--- src/include/imdr_pkg.sv ---
// Purpose: Constants for the input module diagnostic record.
// Assumes: 40 MHz module clock, synchronous active-high reset.
// Notes:   Byte layout follows the EtherCAT subindex order.
package imdr_pkg;
    // Clock and ticker timing
    localparam int unsigned CLK_HZ        = 40000000;
    localparam int unsigned TICK_US       = 1;
    localparam int unsigned TICK_CYCLES   = CLK_HZ / 1000000 * TICK_US;
    localparam logic [5:0]  TICK_LAST     = 6'(TICK_CYCLES - 1);

    // Access paths
    localparam logic [1:0]  PATH_DS       = 2'h0;
    localparam logic [1:0]  PATH_CAN      = 2'h1;
    localparam logic [1:0]  PATH_ECAT     = 2'h2;

    // Record and object numbers
    localparam logic [7:0]  DS_HEAD       = 8'h00;
    localparam logic [7:0]  DS_FULL       = 8'h01;
    localparam logic [15:0] IX_HEAD       = 16'h2f00;
    localparam logic [15:0] IX_FULL       = 16'h2f01;
    localparam logic [15:0] IX_ECAT       = 16'h5005;
    localparam logic [7:0]  SX_FIRST      = 8'h02;
    localparam logic [7:0]  SX_DETAIL0    = 8'h0a;
    localparam logic [7:0]  SX_DETAIL7    = 8'h11;
    localparam logic [7:0]  SX_STAMP      = 8'h13;

    // Record lengths and stamp byte offset in bytes
    localparam logic [4:0]  LEN_FULL      = 5'h14;
    localparam logic [4:0]  LEN_HEAD      = 5'h04;
    localparam logic [4:0]  BYTE_STAMP    = 5'h10;

    // Byte indices in the record
    localparam logic [4:0]  B_SUMMARY     = 5'h00;
    localparam logic [4:0]  B_CLASS       = 5'h01;
    localparam logic [4:0]  B_RSVD        = 5'h02;
    localparam logic [4:0]  B_INTERNAL    = 5'h03;
    localparam logic [4:0]  B_KIND        = 5'h04;
    localparam logic [4:0]  B_BITS        = 5'h05;
    localparam logic [4:0]  B_COUNT       = 5'h06;
    localparam logic [4:0]  B_MAP         = 5'h07;
    localparam logic [4:0]  B_DETAIL0     = 5'h08;

    // Field positions
    localparam int unsigned SUM_MODFAIL   = 0;
    localparam int unsigned SUM_INTERNAL  = 1;
    localparam int unsigned SUM_EXTERNAL  = 2;
    localparam int unsigned SUM_CHANNEL   = 3;
    localparam int unsigned SUM_AUXSUP    = 4;
    localparam int unsigned SUM_PARAM     = 7;
    localparam int unsigned INT_OVERFLOW  = 3;
    localparam int unsigned INT_COMM      = 4;
    localparam int unsigned DET_PARAM     = 0;
    localparam int unsigned DET_WIRE      = 4;

    // Constant and reset values
    localparam logic [7:0]  CLASS_VAL     = 8'h1f;
    localparam logic [7:0]  KIND_VAL      = 8'h70;
    localparam logic [7:0]  BITS_VAL      = 8'h08;
    localparam logic [7:0]  COUNT_VAL     = 8'h08;
    localparam logic [7:0]  ZERO_BYTE     = 8'h00;
    localparam logic [31:0] ZERO_WORD     = 32'h0000_0000;
endpackage

--- src/rtl/imdr_diag_record.sv ---
// Purpose: Diagnostic record of an eight-channel digital input module.
// Assumes: Requests and fault inputs are synchronous to clk.
// Notes:   One request per cycle; the answer byte follows one cycle later.

module imdr_diag_record
    import imdr_pkg::*;
(
    input  wire logic        clk,
    input  wire logic        srst,
    input  wire logic        req_valid,
    input  wire logic [1:0]  req_path,
    input  wire logic [15:0] object_index,
    input  wire logic [7:0]  object_subindex,
    input  wire logic [7:0]  record_set_number,
    input  wire logic [4:0]  req_offset,
    input  wire logic [7:0]  open_wire_detect_enable,
    input  wire logic        param_load,
    input  wire logic [7:0]  param_error,
    input  wire logic [7:0]  wire_break,
    input  wire logic        module_failure,
    input  wire logic        external_error,
    input  wire logic        aux_supply_missing,
    input  wire logic        diag_buffer_overflow,
    input  wire logic        internal_comm_error,
    output logic             rsp_valid,
    output logic             rsp_error,
    output logic [7:0]       rsp_data,
    output logic [7:0]       rsp_length,
    output logic [31:0]      us_ticker
);

    // Prescaler and ticker state
    logic [5:0]  pre_q, pre_d;          // Cycle count within a microsecond
    logic [31:0] tick_q, tick_d;        // Free-running microsecond count
    // Diagnostic state
    logic [7:0]  wben_q, wben_d;        // Wire break enables in force
    logic [7:0]  detail_q [8];          // Per-input detail bytes
    logic [7:0]  detail_d [8];
    logic [7:0]  map_q, map_d;          // Channel error map
    logic [7:0]  sum_q, sum_d;          // Fault summary
    logic [7:0]  int_q, int_d;          // Internal fault flags
    logic [31:0] stamp_q, stamp_d;      // Ticker at last diagnostic event
    // Answer state
    logic        rv_q, rv_d;
    logic        re_q, re_d;
    logic [7:0]  rd_q, rd_d;
    logic [7:0]  rl_q, rl_d;
    // Helpers
    logic        event_now;             // A fault rose in the picture this cycle
    logic [4:0]  sel;                   // Record byte selected by request
    logic        hit;                   // Request names a served object
    logic [4:0]  len;                   // Bytes served by the request
    logic [7:0]  rec_byte;              // Byte at sel

    // Ticker: enable pulse every TICK_CYCLES clocks
    always_comb begin
        pre_d  = pre_q;
        tick_d = tick_q;
        if (pre_q == TICK_LAST) begin
            pre_d  = 6'h00;
            tick_d = tick_q + 32'h0000_0001; // Natural wrap
        end else begin
            pre_d = pre_q + 6'h01;
        end
    end

    // Ticker registers, cleared at reset
    always_ff @(posedge clk) begin
        if (srst) begin
            pre_q  <= 6'h00;
            tick_q <= ZERO_WORD;
        end else begin
            pre_q  <= pre_d;
            tick_q <= tick_d;
        end
    end

    // Fault picture from the inputs
    always_comb begin
        wben_d = wben_q;
        // Enables only change when the head unit loads them
        if (param_load) begin
            wben_d = open_wire_detect_enable;
        end
        for (int i = 0; i < 8; i++) begin
            detail_d[i] = ZERO_BYTE;          // Reserved bits zero
            detail_d[i][DET_PARAM] = param_error[i];
            detail_d[i][DET_WIRE]  = wire_break[i] & wben_q[i];
            map_d[i] = (detail_d[i] != ZERO_BYTE);
        end
        sum_d = ZERO_BYTE;
        sum_d[SUM_MODFAIL]  = module_failure;
        sum_d[SUM_INTERNAL] = diag_buffer_overflow | internal_comm_error;
        sum_d[SUM_EXTERNAL] = external_error | aux_supply_missing;
        sum_d[SUM_CHANNEL]  = |map_d;
        sum_d[SUM_AUXSUP]   = aux_supply_missing;
        sum_d[SUM_PARAM]    = |param_error;
        int_d = ZERO_BYTE;
        int_d[INT_OVERFLOW] = diag_buffer_overflow;
        int_d[INT_COMM]     = internal_comm_error;
        // A new fault rising is the diagnostic event
        event_now = (sum_d & ~sum_q) != ZERO_BYTE ||
                    (map_d & ~map_q) != ZERO_BYTE;
        stamp_d = event_now ? tick_q : stamp_q;
    end

    // Fault registers
    always_ff @(posedge clk) begin
        if (srst) begin
            wben_q  <= ZERO_BYTE;
            map_q   <= ZERO_BYTE;
            sum_q   <= ZERO_BYTE;
            int_q   <= ZERO_BYTE;
            stamp_q <= ZERO_WORD;
            for (int i = 0; i < 8; i++) begin
                detail_q[i] <= ZERO_BYTE;
            end
        end else begin
            wben_q  <= wben_d;
            map_q   <= map_d;
            sum_q   <= sum_d;
            int_q   <= int_d;
            stamp_q <= stamp_d;
            for (int i = 0; i < 8; i++) begin
                detail_q[i] <= detail_d[i];
            end
        end
    end

    // Decode request into a byte selection and a served length
    always_comb begin
        sel = req_offset;
        hit = 1'b0;
        len = LEN_FULL;
        case (req_path)
            PATH_DS: begin
                if (record_set_number == DS_FULL) begin
                    hit = 1'b1;
                end else if (record_set_number == DS_HEAD) begin
                    hit = 1'b1;
                    len = LEN_HEAD;
                end
            end
            PATH_CAN: begin
                if (object_index == IX_FULL) begin
                    hit = 1'b1;
                end else if (object_index == IX_HEAD) begin
                    hit = 1'b1;
                    len = LEN_HEAD;
                end
            end
            PATH_ECAT: begin
                // One subindex per byte; stamp word spans four bytes
                if (object_index == IX_ECAT &&
                    object_subindex >= SX_FIRST &&
                    object_subindex <= SX_DETAIL7) begin
                    hit = 1'b1;
                    sel = 5'(object_subindex - SX_FIRST);
                    len = 5'h01;
                end else if (object_index == IX_ECAT &&
                             object_subindex == SX_STAMP) begin
                    hit = 1'b1;
                    sel = BYTE_STAMP + 5'(req_offset[1:0]);
                    len = 5'h04;
                end
            end
            default: begin
                hit = 1'b0;
            end
        endcase
        if (req_path != PATH_ECAT && req_offset >= len) begin
            hit = 1'b0;                  // Past the served length
        end
    end

    // Record byte multiplexer
    always_comb begin
        rec_byte = ZERO_BYTE;
        case (sel)
            B_SUMMARY:  rec_byte = sum_q;
            B_CLASS:    rec_byte = CLASS_VAL;
            B_RSVD:     rec_byte = ZERO_BYTE;
            B_INTERNAL: rec_byte = int_q;
            B_KIND:     rec_byte = KIND_VAL;
            B_BITS:     rec_byte = BITS_VAL;
            B_COUNT:    rec_byte = COUNT_VAL;
            B_MAP:      rec_byte = map_q;
            default: begin
                if (sel >= B_DETAIL0 && sel < BYTE_STAMP) begin
                    rec_byte = detail_q[3'(sel - B_DETAIL0)];
                end else if (sel >= BYTE_STAMP && sel < LEN_FULL) begin
                    // Stamp bytes go out least significant first
                    rec_byte = stamp_q[8*(2'(sel - BYTE_STAMP)) +: 8];
                end
            end
        endcase
    end

    // Answer next values
    always_comb begin
        rv_d = req_valid;
        re_d = req_valid & ~hit;
        rd_d = (req_valid & hit) ? rec_byte : ZERO_BYTE;
        rl_d = (req_valid & hit) ? {3'h0, len} : ZERO_BYTE;
    end

    // Answer registers
    always_ff @(posedge clk) begin
        if (srst) begin
            rv_q <= 1'b0;
            re_q <= 1'b0;
            rd_q <= ZERO_BYTE;
            rl_q <= ZERO_BYTE;
        end else begin
            rv_q <= rv_d;
            re_q <= re_d;
            rd_q <= rd_d;
            rl_q <= rl_d;
        end
    end

    assign rsp_valid  = rv_q;
    assign rsp_error  = re_q;
    assign rsp_data   = rd_q;
    assign rsp_length = rl_q;
    assign us_ticker  = tick_q;

    // Checks
    chk_ticker_step: assert property (@(posedge clk) disable iff (srst)
        pre_q == TICK_LAST |=> tick_q == $past(tick_q) + 32'h1)
        else $error("ticker did not step");
    chk_ticker_hold: assert property (@(posedge clk) disable iff (srst)
        pre_q != TICK_LAST |=> $stable(tick_q))
        else $error("ticker moved early");
    chk_head_len: assert property (@(posedge clk) disable iff (srst)
        req_valid && req_path == PATH_DS && record_set_number == DS_HEAD
        && req_offset >= LEN_HEAD |=> rsp_error)
        else $error("head record served too far");
    chk_can_len: assert property (@(posedge clk) disable iff (srst)
        req_valid && req_path == PATH_CAN && object_index == IX_FULL
        && req_offset < LEN_FULL |=> !rsp_error && rsp_length == 8'h14)
        else $error("full can record refused");
    chk_ecat_class: assert property (@(posedge clk) disable iff (srst)
        req_valid && req_path == PATH_ECAT && object_index == IX_ECAT
        && object_subindex == 8'h03 |=> rsp_data == CLASS_VAL)
        else $error("class byte wrong");
    chk_wire_gate: assert property (@(posedge clk) disable iff (srst)
        wire_break[0] && !wben_q[0] |=> !detail_q[0][DET_WIRE])
        else $error("wire break reported while disabled");
    chk_chan_flag: assert property (@(posedge clk) disable iff (srst)
        map_q != ZERO_BYTE |-> sum_q[SUM_CHANNEL])
        else $error("channel flag missing");
    chk_stamp_take: assert property (@(posedge clk) disable iff (srst)
        $rose(module_failure) && !sum_q[SUM_MODFAIL]
        |=> stamp_q == $past(tick_q))
        else $error("stamp not captured");
    chk_rsvd_zero: assert property (@(posedge clk) disable iff (srst)
        (sum_q[6:5] == 2'h0) && (int_q[2:0] == 3'h0))
        else $error("reserved bits set");

    // Every taken request gets exactly one answer strobe
    chk_rsp_pulse: assert property (
        @(posedge clk) disable iff (srst)
        req_valid |=> rsp_valid)
        else $error("answer strobe missing");
    // No answer without a request, so the head unit never miscounts
    chk_rsp_quiet: assert property (
        @(posedge clk) disable iff (srst)
        !req_valid |=> !rsp_valid)
        else $error("answer without request");
    // A refused request carries no stale byte or length
    chk_err_clean: assert property (
        @(posedge clk) disable iff (srst)
        rsp_error |-> rsp_data == ZERO_BYTE && rsp_length == ZERO_BYTE)
        else $error("refused answer not clean");
    // Full record on the record-set path serves all bytes
    chk_ds_full: assert property (
        @(posedge clk) disable iff (srst)
        req_valid && req_path == PATH_DS && record_set_number == DS_FULL
        && req_offset < LEN_FULL |=> !rsp_error && rsp_length == 8'h14)
        else $error("full record refused");
    // Short CAN object stops after its four bytes
    chk_can_head: assert property (
        @(posedge clk) disable iff (srst)
        req_valid && req_path == PATH_CAN && object_index == IX_HEAD
        && req_offset >= LEN_HEAD |=> rsp_error)
        else $error("short can object served too far");
    // Single-byte subindexes report a length of one
    chk_ecat_len: assert property (
        @(posedge clk) disable iff (srst)
        req_valid && req_path == PATH_ECAT && object_index == IX_ECAT
        && object_subindex >= SX_FIRST && object_subindex <= SX_DETAIL7
        |=> !rsp_error && rsp_length == 8'h01)
        else $error("subindex length wrong");
    // Channel kind byte sits at subindex 06h
    chk_ecat_kind: assert property (
        @(posedge clk) disable iff (srst)
        req_valid && req_path == PATH_ECAT && object_index == IX_ECAT
        && object_subindex == 8'h06 |=> rsp_data == KIND_VAL)
        else $error("kind byte wrong");
    // Constant bit count byte
    chk_bits_byte: assert property (
        @(posedge clk) disable iff (srst)
        req_valid && req_path == PATH_DS && record_set_number == DS_FULL
        && req_offset == B_BITS |=> rsp_data == BITS_VAL)
        else $error("bits byte wrong");
    // Constant channel count byte
    chk_count_byte: assert property (
        @(posedge clk) disable iff (srst)
        req_valid && req_path == PATH_DS && record_set_number == DS_FULL
        && req_offset == B_COUNT |=> rsp_data == COUNT_VAL)
        else $error("count byte wrong");
    // The reserved byte never leaks anything
    chk_rsvd_byte: assert property (
        @(posedge clk) disable iff (srst)
        req_valid && req_path == PATH_DS && record_set_number == DS_FULL
        && req_offset == B_RSVD |=> rsp_data == ZERO_BYTE)
        else $error("reserved byte not zero");
    // Map bit follows its detail byte in the same cycle
    chk_map_bit: assert property (
        @(posedge clk) disable iff (srst)
        map_q[7] == (detail_q[7] != ZERO_BYTE))
        else $error("map bit out of step");
    // Detail byte 3 keeps its reserved bits clear
    chk_detail_rsvd: assert property (
        @(posedge clk) disable iff (srst)
        detail_q[3][3:1] == 3'h0 && detail_q[3][7:5] == 3'h0)
        else $error("detail reserved bits set");
    // Internal flags follow their fault levels one cycle later
    chk_int_flags: assert property (
        @(posedge clk) disable iff (srst)
        1'b1 |=> int_q[INT_OVERFLOW] == $past(diag_buffer_overflow)
        && int_q[INT_COMM] == $past(internal_comm_error))
        else $error("internal flags wrong");
    // Parameter flag summarises every input
    chk_sum_param: assert property (
        @(posedge clk) disable iff (srst)
        1'b1 |=> sum_q[SUM_PARAM] == |$past(param_error))
        else $error("parameter flag wrong");
    // Enables only move on a load, never on their own
    chk_wben_hold: assert property (
        @(posedge clk) disable iff (srst)
        !param_load |=> $stable(wben_q))
        else $error("enables moved without load");
    // Reset restarts the ticker from zero
    chk_tick_clear: assert property (
        @(posedge clk)
        srst |=> tick_q == ZERO_WORD && pre_q == 6'h00)
        else $error("ticker not cleared");
    // Channel flag only stands with a mapped channel behind it
    chk_chan_src: assert property (
        @(posedge clk) disable iff (srst)
        sum_q[SUM_CHANNEL] |-> map_q != ZERO_BYTE)
        else $error("channel flag without channel");
endmodule

--- config.mk ---
export PLATFORM = sky130hd
export DESIGN_NAME = imdr_diag_record
export DESIGN_NICKNAME = d
export VERILOG_FILES = /design/src/include/imdr_pkg.sv /design/src/rtl/imdr_diag_record.sv
export SDC_FILE = /design/constraint.sdc
export NUM_CORES = 1
export LEC_CHECK = 0
export ABC_AREA = 1
export BUFFER_PORTS_ARGS = -buffer_cell sky130_fd_sc_hd__buf_2
export CORE_MARGIN = 4
export CORE_UTILIZATION = 50
export DETAILED_ROUTE_END_ITERATION = 7
export HOLD_SLACK_MARGIN = 0.08
export PLACE_DENSITY_LB_ADDON = 0.15
export SYNTH_ARGS = -nofsm -noshare
export SYNTH_HDL_FRONTEND = slang
export SYNTH_SLANG_ARGS = --single-unit
--- constraint.sdc ---
create_clock -name clk -period 2.35 [get_ports clk]
set_clock_uncertainty 0.15 [all_clocks]
set_input_delay 0.235 -clock clk [delete_from_list [all_inputs] [get_ports clk]]
set_output_delay 0.235 -clock clk [all_outputs]
set_load 0.005 [all_outputs]
* Yosys cells after proc, flatten, opt, wreduce, memory -nomap -nowiden
Memory sizes are Yosys's and may differ from the RTL's. Index checks and enable logic that the tools add are counted.
Operators by class: add/subtract/negate cells 6, $lt $le $gt $ge 7, equal/unequal tests 16, shifts and indexed selects 1, mux-type cells 32, bitwise logic cells 26, reduce and logical (&&, ||, !) cells 25
Operators by type and width (number):
- case mux 8 bit (7 select lines) | 1
- two-way mux 5 bit | 9
- adder 32 x 1 -> 32 bit (second input constant) | 1
- equality test 16 x 14 -> 1 bit (second input constant) | 2
- indexed part select 32 x 6 -> 8 bit | 1
- equality test 5 x 3 -> 1 bit (second input constant) | 4
- AND 8 bit | 2
- equality test 16 x 15 -> 1 bit (second input constant) | 1
- two-way mux 2 bit | 8
- two-way mux 8 bit | 2
- NOT 8 bit | 2
- nonzero test 2 bit | 8
- nonzero test 8 bit | 2
- OR reduction 8 bit | 2
- case mux 5 bit (3 select lines) | 1
- AND 1 bit | 10
- equality test 5 x 2 -> 1 bit (second input constant) | 2
- < comparator 5 bit (second input constant) | 2
- two-way mux 1 bit | 10
- OR 1 bit | 10
- equality test 8 x 1 -> 1 bit (second input constant) | 1
- equality test 8 x 5 -> 1 bit (second input constant) | 1
- >= comparator 8 x 2 -> 1 bit (second input constant) | 1
- less-or-equal comparator 8 x 5 -> 1 bit (second input constant) | 1
- other kinds (21) | 29
Word-level totals: flip-flop bits (word level) 120, bits in writable memories 16, word-level logic and storage cells 128, memories kept 1
Memory list:
- detail_q | depth 8, width 2, read ports 1, clocked after Yosys merged registers in 0, write ports 8, RTL line imdr_diag_record.sv:37 | logic [7:0] detail_q [8];

* Logic depth before layout (Yosys ltp)
depth after elaboration 11, depth in mapped cells 18, mapped depth without buffers 17

* Least setup slack after synthesis
No wires, ideal clock.
path type input port to flip-flop, start point input port object_index[11], end point register rd_q[0], in the netlist rsp_data[0], setup time 0.070 ns, arrival 1.977 ns, path slack 0.153 ns, stages 14, path buffers 0, cells stage by stage nor2_1 nand2_1 nor2_1 nand3_1 nor2_1 ha_1 a21boi_0 o31ai_1 nand2_1 nand2_1 nand3_1 inv_1 nand2_1 a21oi_1
Between the ends: cells in the longest elaborated chain, start to end 11, elaborated cells between the ends (all ways) 47, classes of those cells add/sub: 2; order compare: 5; eq/ne: 10; shift: 1; mux: 17; bitwise: 2; reduce/logical: 9; memory: 1
Ends and longest elaborated chain:
- start: declaration | RTL line imdr_diag_record.sv:12 | input wire logic [15:0] object_index,
- branches (longest 11 deep; another with subtractor 2 x 1 -> 2 bit)
- end signal: assignment | RTL line imdr_diag_record.sv:217 | rd_q <= rd_d;
- end: declaration | RTL line imdr_diag_record.sv:46 | logic [7:0] rd_q, rd_d;
Several ways; the timed one is not identified. A chain may end at the register's enable or synchronous reset.

* Worst setup path after layout
start point input port wire_break[5], end point register stamp_q[26]
Between the ends: cells in the longest elaborated chain, start to end 6, elaborated cells between the ends (all ways) 8, classes of those cells bitwise: 3; reduce/logical: 5
Ends and longest elaborated chain:
- start: declaration | RTL line imdr_diag_record.sv:19 | input wire logic [7:0] wire_break,
- AND 1 bit * | RTL line imdr_diag_record.sv:88 | detail_d[i][DET_WIRE] = wire_break[i] & wben_q[i];
- nonzero test 2 bit * | RTL line imdr_diag_record.sv:89 | map_d[i] = (detail_d[i] != ZERO_BYTE);
- OR reduction 8 bit | RTL line imdr_diag_record.sv:95 | sum_d[SUM_CHANNEL] = |map_d;
- AND 8 bit | RTL line imdr_diag_record.sv:102 | event_now = (sum_d & ~sum_q) != ZERO_BYTE ||
- nonzero test 8 bit | RTL line imdr_diag_record.sv:102
- logical OR 1 bit * | RTL line imdr_diag_record.sv:102
- end signal: assignment | RTL line imdr_diag_record.sv:123 | stamp_q <= stamp_d;
- end: declaration | RTL line imdr_diag_record.sv:42 | logic [31:0] stamp_q, stamp_d;
Every way passes the cells marked *; elsewhere a longest branch is shown, timed or not.

==> run_results.csv <==
group,metric,value,unit
die,die_h,117,um
logic_synthesis,syn_area,5980,sq um
worst_setup_path,worst_path_most_repeated_cell,"nand2_1",
pwr,intPower,4.08,mW
cts,htreeDepth,4,
logic_synthesis,ys_seq_area_share,41.2,%
pwr,switching_share,22.0,%
worst_setup_path,cp_cell_sequence,"dlygate4sd3_1 > buf_2 > a21oi_2 > nand2_1 > nor3b_2 > nand2_1 > nand2_1 > nand3_1 > buf_6 > buf_4 > o21ai_0 > nor2_1",
logic_synthesis,netlist.area_leader.share,41.2,%
drt,drc_errors,0,
sta,drv_slew,0,
global_route,first_global_vias,5878,
worst_setup_path,slowest_stage,"dlygate4sd3_1",
drt,dr.pass1.iters,5,
layout,final_layout_size_suffix_gt1_share,23.3,%
cts,root_buffer,"clkbuf_16",
layout,final_common_cell,"nand2_1",
pwr,p_leak,3.75,nW
cts,clk_transition_reported_paths,0.05,ns
layout,diodes,0,
worst_setup_path,reg2regPathDepth,14,
pwr,ir_drop,0.575,mV
global_route,overflow,0,
min_path,hold_depth,3,
layout,final_area,7960,sq um
worst_setup_path,critPathTopFamily,"buffers and inverters",
worst_setup_path,crit_cells,12,
logic_synthesis,yosysWarnings,0,
logic_synthesis,netlist-cell-type-count,50,
placed_design,post_dp_cell_area,6900,sq um
drt,postRouteAntennaNets,0,
die,std_cell_rows,39,
die,start_util,51.7,%
drt,drt-initial-drc-count,279,
global_route,antenna_found_initial,0,
worst_setup_path,start_kind,"primary input",
drt,drt-wirelength-per-cell,13.9,um
global_route,grt_first_pass_wirelength,27600,um
cts,numCtsBuffers,17,
pwr,p_clk_share,50.9,%
sta,fmax,0.453,GHz
placed_design,hpwlAfterDp,11900,um
sta,setup_viol_count_final,0,
sta,timing.final.crit_share,93.9,%
drt,vias,6099,
worst_setup_path,crit_path_end_kind,"register",
worst_setup_path,crit_type,"primary input to register",
layout,final_nets,1110,
logic_synthesis,synth_edf_count,0,
layout,mostFrequentLayoutCells,"nand2_1 (155), nor2_1 (134), dfxtp_1 (121), buf_2 (116), inv_1 (97)",
logic_synthesis,synthArstFlopShare,0,%
sta,hold_viol,0,
sta,period_needed,2.21,ns
logic_synthesis,synth_area_leaders,"dfxtp_1 (41%), nand2_1 (9.9%), nor2_1 (8.4%), inv_1 (6.1%), a21oi_1 (4.9%)",
die,die_area,13800,sq um
worst_setup_path,path_max_fanout,31,
die,pin_count,122,
drt,routed_wirelength,16500,um
worst_setup_path,critPathMaxStageDelay,0.53,ns
layout,fin_cells,1187,
logic_synthesis,ys_ff_latch,123,
placed_design,io_buffers,116,
min_path,min_path_type,"primary input to register",
layout,utilization,68.9,%
drt,detail_route.vias_per_cell,5.14,
cts,cts_sinks,123,
die,coreArea,11600,sq um
pwr,power.switching,1.15,mW
job,drv_cap,0,
placed_design,routabilityCongestion,0.928,
logic_synthesis,avgSynthCellArea,7.10,sq um
die,die_w,117,um
worst_setup_path,crit_buf_inv,4,
cts,cts_tree,"done",
layout,syn_to_final_growth,33.2,%
logic_synthesis,ys.flop_type,"dfxtp_1",
global_route,grt_max_degree,36,
sta,holdWs,0.114,ns
pwr,p_seq_share,41.3,%
layout,nFillCells,1035,
logic_synthesis,yosys.area.top_type,"dfxtp_1",
pwr,pwr-share-comb,7.8,%
pwr,power.density,657,nW/um^2
worst_setup_path,required,2.50,ns
logic_synthesis,synth_cells,842,
cts,clock_latency,0.42,ns
placed_design,dpl.cell_count,1115,
worst_setup_path,crit_arrival,2.36,ns
cts,clk_path_buf_depth,2,
run_status,outcome,"finished clean",
global_route,grt_use_total,24.2,%
pwr,power,5.23,mW
-- metrics by stage --
| stage | setup WS (ns) | TNS (ns) |
|---|---|---|
| after global routing | -0.0269 | -0.0289 |
| after floorplan | 0.153 | 0 |
| after CTS | 0.0535 | 0 |
| after global placement | -0.0180 | -0.0180 |
| after detailed placement | -0.0653 | -0.263 |
| final | 0.144 | 0 |
-- state kept, by name (all words and copies together) (netlist names) --
name and count:
wben_q 8, map_q 8, pre_q 6, us_ticker 32, detail_q 16, int_q 2
rsp_length 3, sum_q 6, rsp_valid 1, stamp_q 32, rsp_error 1, rsp_data 8
-- worst reg2reg max path, cell delays in order, from the launching register on --
cell and delay (ns):
dfxtp_4 0.36, ha_4 0.14, nand2_2 0.05, inv_2 0.08, nand4_4 0.09, nor3_4 0.21
nand2_2 0.08, inv_1 0.09, nand2_2 0.07, nor2_4 0.19, nand2_2 0.11, nor2_4 0.16
nand3b_1 0.11, xor2_1 0.14, nor2_1 0.05
-- worst paths after layout --
| path | endpoint | startpoint | slack (ns) |
|---|---|---|---|
| hold reg to reg | detail_q[4][1] | wben_q[4] | 0.30 |
| hold / removal | wben_q[1] | param_load | 0.11 |
| setup reg to reg | us_ticker[30] | pre_q[1] | 0.16 |
| setup / recovery | stamp_q[26] | wire_break[5] | 0.14 |
-- timing repair --
action / in CTS / in global routing
hold buffers: 37 / 0
buffers inserted: 0 / 4
endpoints found under the hold margin: 40 / 0
resized for setup: 0 / 15
setup endpoints to repair: 0 / 33
-- cells in the mapped netlist, types with 2 or more instances --
cell type	instances
nand3_4	2
nor2_1	134
xor2_1	11
o21a_1	2
nand4_1	14
clkbuf_1	12
xnor2_1	4
or2_2	4
o22ai_1	3
nand2_2	6
nor3b_1	3
ha_1	6
buf_4	5
dfxtp_1	123
nand2_1	157
nor3_4	2
inv_2	5
nor4_1	6
nor3_1	24
o21bai_1	2
nand3b_1	3
nor2_2	4
a21oi_1	58
buf_1	6
o21ai_0	51
nand3_2	4
inv_1	97
nand3_1	58
a31oi_1	3
buf_2	3
nand2_4	4
nor2_4	7
a211oi_1	2
-- cell type report --
type | instances | area, sq um | area share, %
multi-input combinational | 592 | 3040 | 38.2
sequential | 123 | 2470 | 31.0
timing repair buffer | 195 | 1280 | 16.1
clock buffer | 23 | 488 | 6.13
inverter | 103 | 388 | 4.87
tap | 143 | 179 | 2.25
clock inverter | 8 | 115 | 1.45
-- layer usage --
layer / up-vias / track usage (%) / share of wire (%)
li1: 3092 / - / -
met1: 2773 / 30.9 / 46
met2: 202 / 40.0 / 46
met3: 32 / 6.64 / 6.1
met4: 0 / 7.48 / 2.0
met5: - / 0 / 0
-- power by group through the flow --
| stage | sequential [mW] | clock [mW] | combinational [mW] |
|---|---|---|---|
| 2_1_floorplan | 2.19 | 0 | 0.214 |
| 3_3_place_gp | 2.20 | 0 | 0.342 |
| 3_5_place_dp | 2.20 | 0 | 0.344 |
| 4_1_cts | 2.15 | 2.70 | 0.396 |
| 5_1_grt | 2.16 | 2.80 | 0.456 |
| 6_report | 2.16 | 2.66 | 0.407 |
-- logic make-up (layout without fill, tap and decap cells) --
kind of cell	after synthesis	in the layout	share of synthesized area, %
AND/OR/NAND/NOR	439	439	34.9
buffers and inverters	131	329	8.94
AO/OA/AOI/OAI	127	127	11.4
flip-flops	123	123	41.2
XOR/XNOR	15	15	2.20
adder cells (fa/ha/maj)	6	6	1.26
other	1	5	0.0627
(Power assumes the default switching activity.)
